===== src/pcu_pkg.sv =====
// package for the port and carrier unit: data-memory addresses, reset values, instruction-clock divider count
// assumes a core that reaches the ports through a byte-wide data-memory access port
package pcu_pkg;
    localparam logic [7:0] ADDR_EIGHT_BIT_IO = 8'h12;
    localparam logic [7:0] ADDR_MIXED_INPUT = 8'h14;
    localparam logic [7:0] ADDR_ONE_BIT_OUT = 8'h16;
    localparam logic [7:0] RST_EIGHT_BIT_IO = 8'hff;
    localparam logic [7:0] RST_MIXED_LATCH = 8'hff;
    localparam logic RST_ONE_BIT = 1'b1;
    localparam logic [1:0] INSTR_DIV_LAST = 2'h3;
    localparam int MIXED_BIDIR_BITS = 2;
endpackage : pcu_pkg


===== src/pcu_port_unit.sv =====
// port and carrier unit: eight-bit io port, mixed input port, one-bit output / carrier pin
// assumes the core gives a one-cycle write strobe with address and data, and a read address;
// pins reach this block asynchronously and are synchronised here
`timescale 1ns/1ps
module pcu_port_unit #(
    parameter bit CARRIER_MODE = 1'b1,     // option: 1 carrier, 0 level
    parameter bit M_IS_THREE = 1'b0,       // option: m = 3 when set
    parameter logic [1:0] N_EXP = 2'd0,    // option: n in 0..3
    parameter bit THIRD_DUTY = 1'b0,       // option: 1/3 duty where m=3, n>0
    parameter logic [7:0] WAKE_EN = 8'h00  // option: per-line wake enable
) (
    input wire logic clk_sys,              // system clock 100 MHz
    input wire logic srst,                 // synchronous reset, high
    input wire logic [7:0] mem_addr,       // data-memory address
    input wire logic mem_wr,               // write strobe, one cycle
    input wire logic [7:0] mem_wdata,      // write data
    output logic [7:0] mem_rdata,          // read data, registered
    input wire logic halt_active,          // core is halted
    output logic wake_ff,                  // one-cycle wake pulse
    input wire logic [7:0] io_a_in,        // eight-bit port pin levels
    output logic [7:0] io_a_out,           // always low: open drain
    output logic [7:0] io_a_oe,            // high pulls pin low
    input wire logic [7:0] mixed_in,       // mixed port pin levels
    output logic [1:0] mixed_out,          // always low: open drain
    output logic [1:0] mixed_oe,           // high pulls pin low
    output logic shared_pin_out,           // shared level / carrier pin
    output logic shared_pin_oe             // always driven
);
    logic [7:0] a_latch_ff;
    logic [1:0] b_latch_ff;
    logic c_latch_ff;
    logic [7:0] a_s1_ff, a_s2_ff, b_s1_ff, b_s2_ff, b_prev_ff;
    logic [1:0] iclk_ff;
    logic [4:0] cdiv_ff;
    logic car_ff;
    logic [7:0] rdata_ff;
    logic [7:0] a_oe_ff;
    logic [1:0] b_oe_ff;
    logic pin_ff;
    logic wake_pulse_ff;
    logic en_d_ff;

    wire sel_a = (mem_addr == pcu_pkg::ADDR_EIGHT_BIT_IO);
    wire sel_b = (mem_addr == pcu_pkg::ADDR_MIXED_INPUT);
    wire sel_c = (mem_addr == pcu_pkg::ADDR_ONE_BIT_OUT);
    // reads show synchronised pins for the io and mixed ports, the latch for the one-bit port; an rmw by the core reads then writes back whole byte
    wire [7:0] rd_val = sel_a ? a_s2_ff :
                        sel_b ? b_s2_ff :
                        sel_c ? {7'h00, c_latch_ff} : 8'h00;
    // instruction clock tick: one in four system cycles
    wire iclk_tick = (iclk_ff == pcu_pkg::INSTR_DIV_LAST);
    wire [4:0] period = M_IS_THREE ? 5'(3 << N_EXP) : 5'(2 << N_EXP);
    wire [4:0] third = M_IS_THREE ? 5'(1 << N_EXP) : 5'd0;
    wire [4:0] half = 5'(period >> 1);
    // m=2 always half; m=3,n=0 always third; else option
    wire use_third = M_IS_THREE && (N_EXP == 2'd0 || THIRD_DUTY);
    wire [4:0] high_cnt = use_third ? third : half;
    wire car_en = ~c_latch_ff;
    wire car_start = car_en & ~en_d_ff;
    wire [4:0] nxt_cdiv = (car_start || cdiv_ff == period - 5'd1) ? 5'd0 : cdiv_ff + 5'd1;
    wire nxt_pin = CARRIER_MODE ? (car_en & car_ff) : c_latch_ff;
    wire [7:0] wake_edges = b_prev_ff & ~b_s2_ff & WAKE_EN;

    always_ff @(posedge clk_sys) begin
        if (srst) begin
            a_latch_ff <= pcu_pkg::RST_EIGHT_BIT_IO;
            b_latch_ff <= pcu_pkg::RST_MIXED_LATCH[1:0];
            c_latch_ff <= pcu_pkg::RST_ONE_BIT;
        end else if (mem_wr) begin
            if (sel_a) a_latch_ff <= mem_wdata;
            if (sel_b) b_latch_ff <= mem_wdata[1:0];
            if (sel_c) c_latch_ff <= mem_wdata[0];
        end
    end

    always_ff @(posedge clk_sys) begin
        a_s1_ff <= io_a_in;
        a_s2_ff <= a_s1_ff;
        b_s1_ff <= mixed_in;
        b_s2_ff <= b_s1_ff;
        b_prev_ff <= srst ? 8'hff : b_s2_ff;
    end

    always_ff @(posedge clk_sys) begin
        if (srst) begin
            iclk_ff <= 2'd0;
            cdiv_ff <= 5'd0;
            car_ff <= 1'b0;
            en_d_ff <= 1'b0;
        end else begin
            en_d_ff <= car_en;
            // the tick phase restarts with the carrier, else the first high could be cut to one cycle
            if (car_start) begin
                iclk_ff <= 2'd0;
                cdiv_ff <= 5'd0;
                car_ff <= 1'b1;
            end else begin
                iclk_ff <= iclk_ff + 2'd1;
                if (iclk_tick) begin
                    cdiv_ff <= nxt_cdiv;
                    car_ff <= (nxt_cdiv < high_cnt);
                end
            end
        end
    end

    always_ff @(posedge clk_sys) begin
        if (srst) begin
            rdata_ff <= 8'h00;
            a_oe_ff <= 8'h00;
            b_oe_ff <= 2'b00;
            pin_ff <= ~CARRIER_MODE;
            wake_pulse_ff <= 1'b0;
        end else begin
            rdata_ff <= rd_val;
            a_oe_ff <= ~a_latch_ff;
            b_oe_ff <= ~b_latch_ff;
            pin_ff <= nxt_pin;
            wake_pulse_ff <= halt_active & (|wake_edges);
        end
    end

    assign mem_rdata = rdata_ff;
    assign io_a_oe = a_oe_ff;
    assign io_a_out = 8'h00;
    assign mixed_oe = b_oe_ff;
    assign mixed_out = 2'b00;
    assign shared_pin_out = pin_ff;
    assign shared_pin_oe = 1'b1;
    assign wake_ff = wake_pulse_ff;
endmodule : pcu_port_unit


===== config.mk =====
export PLATFORM = sky130hd
export DESIGN_NAME = pcu_port_unit
export DESIGN_NICKNAME = d
export VERILOG_FILES = /design/src/pcu_pkg.sv /design/src/pcu_port_unit.sv
export SDC_FILE = /design/constraint.sdc
export NUM_CORES = 1
export LEC_CHECK = 0
export ABC_AREA = 0
export BUFFER_PORTS_ARGS = -buffer_cell sky130_fd_sc_hd__clkbuf_2
export CAP_MARGIN = 20
export CORE_MARGIN = 1.5
export CORE_UTILIZATION = 35
export CTS_CLUSTER_SIZE = 8
export DETAILED_ROUTE_END_ITERATION = 8
export PLACE_DENSITY_LB_ADDON = 0.1
export SKIP_CTS_REPAIR_TIMING = 1
export SYNTH_ARGS = -nofsm -noshare
export SYNTH_HDL_FRONTEND = slang
export SYNTH_SLANG_ARGS = --single-unit

===== constraint.sdc =====
create_clock -name clk_sys -period 4.5 [get_ports clk_sys]
set_clock_uncertainty 0.2 [all_clocks]
set_input_delay 0.675 -clock clk_sys [delete_from_list [all_inputs] [get_ports clk_sys]]
set_output_delay 0.675 -clock clk_sys [all_outputs]
set_load 0.05 [all_outputs]

==> out/results.md, run 1 <==
Outcome
- finished clean — result of the run

Clock network
- sky130_fd_sc_hd__clkbuf_8 — Clock Root Buffer
- 3 — number of H-tree levels
- done — CTS tree
- 2 — Clock Path Buffers
- 330 ps — clock insertion delay at the later pin of the skew report
- 9 — Inserted Clock Buffers
- 71 — Sinks on Clock Net
- 70 ps — clock-pin slew reported for the worst setup and hold paths after clock tree synthesis

Setup path
- sky130_fd_sc_hd__or4b_4 — library cell contributing the largest single delay on the critical path
- input port to register — Worst Setup Path Type
- cdiv_ff[0] — r2r startpoint
- mem_addr[5] — CP startpoint
- register — type of element capturing the critical path
- clkbuf_2 > or4b_4 > nor4b_4 > nand2_4 > mux2i_1 — crit-path cells
- input port — launching element type of the critical path
- 4510 ps — required time of the critical path
- 8 — peak fanout along the critical path
- 2030 ps — critical path data arrival time
- 550 ps — Max stage delay on crit path

Global route
- 0 — initial antenna violation count
- 0 — overall overflow remaining after global route
- 24 — maximum number of pins on one net before global-route repair
- 5.671 mm — global-route wire length before repair
- 0.1213 — total global routing track utilization
- 1211 — via count of the first global-routing pass

STA
- 0 — final setup vio count
- 0.4916 — headroom to the max-slew limit
- 0 — fin. max-slew vios
- 0 — final-report hold violation count
- 0.4483 — share of the clock period used by the worst path
- false — RSZ-0062 raised after global routing
- 761.0 ps — slew of the pin with the lowest slew margin
- 0 ps — setup TNS
- 2017 ps — crit path time final
- 0.4957 GHz — maximum operating frequency

Floorplanning
- 81.60 um — die width
- 28 — number of placement rows
- 67 — count of boundary I/O pins
- 6658 um^2 — area enclosed by the die boundary
- 5956 um^2 — Placeable Area
- 0.3630 — Initial Utilization
- 81.60 um — die extent in y

Detailed routing
- 3.552 mm — total length of routed wires
- 11.00 um — DR WL/cell
- 0 — Post-route DRC
- 4.189 — vias per std cell
- 4 — DRT Pass-1 Iters
- 41 — initial DRC count
- 0 — post-detailed-route count of antenna-violating nets
- 1353 — overall via count from detail_route

Power
- 453.5 nW/um^2 — Cell Pwr Density
- 0.0002591 W — net switching power
- 0.0002281 V — Max VDD drop
- 0.2170 — sw frac
- 0.545 — part of the total power dissipated in sequential elements
- 0.0009348 W — Power Internal
- 1.245 nW — Lkg Pwr
- 0.052 — combinational group share of total power
- 0.403 — clock group share of total power

Logic synthesis
- 71 — register bit count reported by yosys
- 0.6574 — Seq/Total Area, Yosys
- simple AND/OR/NAND/NOR gates — largest family of logic cells by synthesized area
- sky130_fd_sc_hd__dfxtp_1, sky130_fd_sc_hd__mux2i_1, sky130_fd_sc_hd__nor2_1 — most area-consuming cells after synthesis
- 0.6574 — area share of the leading cell type in the synthesized netlist
- 0.07465 — fraction of synthesized area in multiplexers
- 11.56 um^2 — mean instance size in the synthesized netlist
- 0.004051 — post-synthesis xor/xnor area fraction
- 0.1273 — simple-gate share of the synthesized area
- 2162 um^2 — synthesized area
- 187 — gate count after technology mapping
- 0.01736 — Synth Area in Adders
- 27 — number of distinct library cells after synthesis
- 0 — Warnings, synthesis
- 0.05671 — post-synthesis compound-gate area fraction
- sky130_fd_sc_hd__dfxtp_1 — cell accounting for the most synthesized area

Run
- 0 — Max-Cap Viols

Place
- 2.461 mm — Final HPWL DP
- 53 — count of buffers inserted at the top-level ports
- 0.7072 — Placer Congestion

Cells and area
- 602 — count of fill cells added during filler insertion
- 0.4420 — final cell utilization of the core
- 282 — number of nets in the finished design
- 0.2903 — proportion of layout cells with a drive suffix above 1
- 0 — Antenna diodes
- 21.76% — layout overhead on the synthesized area

Worst hold path
- a_s1_ff[0] — HP Start
- register to register — worst hold path class

## power by group through the flow
| stage | combinational, W | clock, W | sequential (W) |
|---|---|---|---|
| 2_1_floorplan | 0.0000502 | 0 | 0.000665 |
| 3_3_place_gp | 0.0000619 | 0 | 0.000665 |
| 3_5_place_dp | 0.0000624 | 0 | 0.000665 |
| 4_1_cts | 0.0000625 | 0.000500 | 0.000651 |
| 5_1_grt | 0.0000684 | 0.000529 | 0.000652 |
| 6_report | 0.0000616 | 0.000481 | 0.000651 |
## metrics by stage
stage          std cells  setup slack (ps)  instance area (um^2)  hold WS (ps)  total power [W]
2_1_floorplan        197              2342                  2200         109.6        0.0007152
6_report             323              2483                  2633         124.4         0.001194
4_1_cts              323              2476                  2633         128.1         0.001214
5_1_grt              323              2407                  2633         132.5         0.001250
3_5_place_dp         307              2112                  2442         112.1        0.0007278
3_3_place_gp         307              2112                  2442         110.7        0.0007271
## registers in the layout (all words and copies together) (netlist names), 2 cells and up
register,count
a_latch_ff,8
a_s1_ff,8
a_s2_ff,8
b_latch_ff,2
b_s1_ff,8
b_s2_ff,8
cdiv_ff,5
iclk_ff,2
io_a_oe,8
mem_rdata,8
mixed_oe,2
## worst max-delay path, delay by kind of cell
kind / cells / cell delay [ps]
AND/OR/NAND/NOR: 3 / 1090
multiplexers: 1 / 180
buffers and inverters: 1 / 80
## path summary, 6_finish.rpt
kind,depth (start not counted),to,slack (ps)
worst max-delay path,5,a_latch_ff[0],2480
worst min-delay path,0,a_s2_ff[0],120
worst max register to register,5,car_ff,2550
worst min register to register,0,a_s2_ff[0],120
## cells by family after synthesis
kind of cell               Yosys count
xor gates and xnor gates             1
and+or+nand+nor                     55
DFF                                 71
other                                2
buffers and inverters               21
muxes                               16
adders and majority gates            3
AOI/OAI and AO/OA                   18
## Yosys cell counts
| cell | number |
|---|---|
| sky130_fd_sc_hd__mux2_2 | 1 |
| sky130_fd_sc_hd__and2_1 | 1 |
| sky130_fd_sc_hd__or4b_4 | 1 |
| sky130_fd_sc_hd__buf_2 | 3 |
| sky130_fd_sc_hd__inv_1 | 3 |
| sky130_fd_sc_hd__a21oi_1 | 4 |
| sky130_fd_sc_hd__a22oi_1 | 8 |
| sky130_fd_sc_hd__nor2b_1 | 2 |
| sky130_fd_sc_hd__o21bai_1 | 2 |
| sky130_fd_sc_hd__nand3_1 | 4 |
| sky130_fd_sc_hd__clkbuf_1 | 3 |
| sky130_fd_sc_hd__conb_1 | 2 |
| sky130_fd_sc_hd__nor4b_4 | 1 |
| sky130_fd_sc_hd__ha_1 | 3 |
| sky130_fd_sc_hd__or4_1 | 3 |
| sky130_fd_sc_hd__xnor2_1 | 1 |
| sky130_fd_sc_hd__mux2i_1 | 15 |
| sky130_fd_sc_hd__nor2_1 | 34 |
| sky130_fd_sc_hd__nor4b_1 | 1 |
| sky130_fd_sc_hd__or2_2 | 1 |
| sky130_fd_sc_hd__o21ai_0 | 2 |
| sky130_fd_sc_hd__nand2_1 | 6 |
| sky130_fd_sc_hd__dfxtp_1 | 71 |
| sky130_fd_sc_hd__nand2_4 | 1 |
| sky130_fd_sc_hd__o32ai_1 | 1 |
| sky130_fd_sc_hd__buf_4 | 12 |
| sky130_fd_sc_hd__a211o_1 | 1 |
## cell type report
cell class | instances | area [um^2] | share of cell area
clock buffer | 12 | 145.1 | 0.05513
clock inverter | 4 | 45.04 | 0.01711
inverter | 3 | 11.26 | 0.004278
multi-input combinational | 105 | 650.6 | 0.2471
sequential | 71 | 1421 | 0.5399
tap | 75 | 93.84 | 0.03565
timing repair buffer | 53 | 265.3 | 0.1008
## layer usage
layer	wire length (um)	global-route usage	up-vias
met5	0	0	-
met4	94	0.09661	0
met3	210	0.05222	9
met2	1605	0.1752	45
met1	1641	0.1392	587
li1	-	-	712
## cell usage in the layout (no fill, tap or decap), types with 2 or more instances in the layout
master,n
sky130_fd_sc_hd__mux2i_1,15
sky130_fd_sc_hd__clkbuf_8,10
sky130_fd_sc_hd__or4_1,3
sky130_fd_sc_hd__nor2_1,34
sky130_fd_sc_hd__o21bai_1,2
sky130_fd_sc_hd__clkbuf_2,53
sky130_fd_sc_hd__o21ai_0,2
sky130_fd_sc_hd__a22oi_1,8
sky130_fd_sc_hd__nand3_1,4
sky130_fd_sc_hd__nand2_1,6
sky130_fd_sc_hd__conb_1,12
sky130_fd_sc_hd__clkbuf_1,2
sky130_fd_sc_hd__dfxtp_1,71
sky130_fd_sc_hd__clkinv_2,3
sky130_fd_sc_hd__a21oi_1,4
sky130_fd_sc_hd__ha_1,3
sky130_fd_sc_hd__inv_1,3
sky130_fd_sc_hd__nor2b_1,2
(Power assumes the default switching activity.)
==> run 2, diff against run 1 <==
==> constraint.sdc (replaced) <==
create_clock -name clk_sys -period 1.9 [get_ports clk_sys]
set_clock_uncertainty 0.2 [all_clocks]
set_input_delay 0.285 -clock clk_sys [delete_from_list [all_inputs] [get_ports clk_sys]]
set_output_delay 0.285 -clock clk_sys [all_outputs]
set_load 0.05 [all_outputs]
==> run 2 against run 1 <==
  * Sequential power rose by 140%
  * Critical path depth is 1 higher
  * Final cell count grew 7.4%
  * Combinational power rose to 3.0 times the previous value
  * Count of clock-buffer cells in the layout increased by 1
  * Sequential share of layout area decreased by 4.2 points
  * Critical path type is now register to register
  * Critical endpoint is now car_ff
  * Largest power group unchanged
  * Highest routed layer unchanged
==> out/results.md, run 2 (synthesis results as in run 1) <==
Outcome
- finished clean — result of the run

Clock network
- done — CTS tree
- 3 — number of H-tree levels
- 2 — Clock Path Buffers
- 70 ps — clock-pin slew reported for the worst setup and hold paths after clock tree synthesis
- 330 ps — clock insertion delay at the later pin of the skew report
- sky130_fd_sc_hd__clkbuf_8 — Clock Root Buffer
- 9 — Inserted Clock Buffers
- 71 — Sinks on Clock Net

Floorplanning
- 67 — count of boundary I/O pins
- 81.60 um — die extent in y
- 81.60 um — die width
- 6658 um^2 — area enclosed by the die boundary
- 0.3630 — Initial Utilization
- 28 — number of placement rows
- 5956 um^2 — Placeable Area

STA
- 1753 ps — crit path time final
- 0 ps — setup TNS
- 0 — final-report hold violation count
- 0 — final setup vio count
- 0 — fin. max-slew vios
- 0.5703 GHz — maximum operating frequency
- 0.9228 — share of the clock period used by the worst path
- false — RSZ-0062 raised after global routing

Global route
- 5.520 mm — global-route wire length before repair
- 0 — initial antenna violation count
- met2 — busiest layer in global routing
- 0.1342 — met1 routing resource usage after global routing
- 0.1195 — total global routing track utilization
- 1183 — via count of the first global-routing pass
- 23 — maximum number of pins on one net before global-route repair
- 0.1777 — met2 track demand over resource in global routing
- 0.06889 — GR met3 Demand/Resource
- 0 — overall overflow remaining after global route

Power
- 0.0006247 W — net switching power
- 0.0004953 V — Max VDD drop
- 0.2253 — sw frac
- 1.346 nW — Lkg Pwr
- 0.066 — combinational group share of total power
- 0.002773 W — sum of internal, switching and leakage power
- 0.378 — clock group share of total power
- 0.556 — part of the total power dissipated in sequential elements
- 971.2 nW/um^2 — Cell Pwr Density
- 0.002148 W — Power Internal

Detailed routing
- 3.741 mm — total length of routed wires
- 0 — Post-route DRC
- 1461 — overall via count from detail_route
- 0 — post-detailed-route count of antenna-violating nets
- 10.78 um — DR WL/cell
- 4 — DRT Pass-1 Iters
- 4.210 — vias per std cell
- 31 — initial DRC count

Cells and area
- 0.2978 — proportion of layout cells with a drive suffix above 1
- 2855 um^2 — final standard cell area without fillers
- 0 — Antenna diodes
- sky130_fd_sc_hd__dfxtp_1, sky130_fd_sc_hd__clkbuf_2, sky130_fd_sc_hd__nor2_1 — most frequent cells in the layout
- 306 — number of nets in the finished design
- 0.4794 — final cell utilization of the core
- 32.06% — layout overhead on the synthesized area
- sky130_fd_sc_hd__dfxtp_1 — most frequent standard cell in the layout excluding fill and tap cells
- 575 — count of fill cells added during filler insertion
- 347 — filler-free cell count of the finished design

Run
- 0 — Max-Cap Viols

Setup path
- register — type of element capturing the critical path
- 1790 ps — critical path data arrival time
- register to register — Worst Setup Path Type
- cdiv_ff[0] — r2r startpoint
- 150 ps — flop-to-flop setup slack
- car_ff — end point of the critical path
- car_ff — Reg-to-Reg End
- cdiv_ff[0] — CP startpoint
- 4 — peak fanout along the critical path
- 6 — cell depth of the worst flop-to-flop path
- register — launching element type of the critical path
- 1940 ps — required time of the critical path

Place
- 53 — count of buffers inserted at the top-level ports
- 314 — cell count after placement
- 2495 um^2 — Placed Instance Area
- 2.561 mm — Final HPWL DP
- 0.7144 — Placer Congestion

Worst hold path
- input port to register — worst hold path class

-- run 2: area by class of cell --
type | instances | area (um^2) | share of cell area
multi-input cells | 105 | 664.4 | 0.2327
clock buffers | 13 | 158.9 | 0.05565
flip-flops and latches | 71 | 1421 | 0.4978
clock inverters | 3 | 17.52 | 0.006135
well taps | 75 | 93.84 | 0.03287
repair buffers | 77 | 488.0 | 0.1709
inverters | 3 | 11.26 | 0.003944
-- run 2: stage by stage --
| stage | setup WS [ps] | hold WS [ps] |
|---|---|---|
| CTS | -0.8624 | -167.3 |
| detailed placement | -70.47 | 112.1 |
| floorplan | 131.6 | 109.6 |
| global placement | -63.75 | 110.7 |
| finish | 146.6 | 9.810 |
| global route | 36.65 | 5.995 |
-- run 2: power by group through the flow --
stage / Sequential [W] / Combinational (W) / Clock, W
after floorplan: 0.00157 / 0.000119 / 0
after global placement: 0.00157 / 0.000154 / 0
after detailed placement: 0.00158 / 0.000155 / 0
after CTS: 0.00154 / 0.000155 / 0.00108
after global routing: 0.00154 / 0.000199 / 0.00117
final: 0.00154 / 0.000183 / 0.00105
-- run 2: worst max-delay path, stage by stage, from the launching register on --
cell                      delay [ps]
sky130_fd_sc_hd__dfxtp_1         340
sky130_fd_sc_hd__buf_4           150
sky130_fd_sc_hd__ha_1            230
sky130_fd_sc_hd__xnor2_1         140
sky130_fd_sc_hd__nand3_1         100
sky130_fd_sc_hd__a211o_1         310
sky130_fd_sc_hd__o32ai_2         210
-- run 2: routing by layer --
layer / vias to the layer above / share of wire
met5: - / 0
met4: 0 / 0.014
met3: 6 / 0.065
met2: 42 / 0.47
met1: 655 / 0.45
li1: 758 / -
-- run 2: how the worst min path moves through the flow --
stage                             from             to  cells past startpoint
after floorplan             a_s1_ff[0]     a_s2_ff[0]                      0
after global placement      b_s1_ff[4]     b_s2_ff[4]                      0
after detailed placement    a_s1_ff[6]     a_s2_ff[6]                      0
after CTS                   io_a_in[7]     a_s1_ff[7]                      1
after global routing      mem_wdata[2]  a_latch_ff[2]                      3
final                     mem_wdata[3]  a_latch_ff[3]                      3
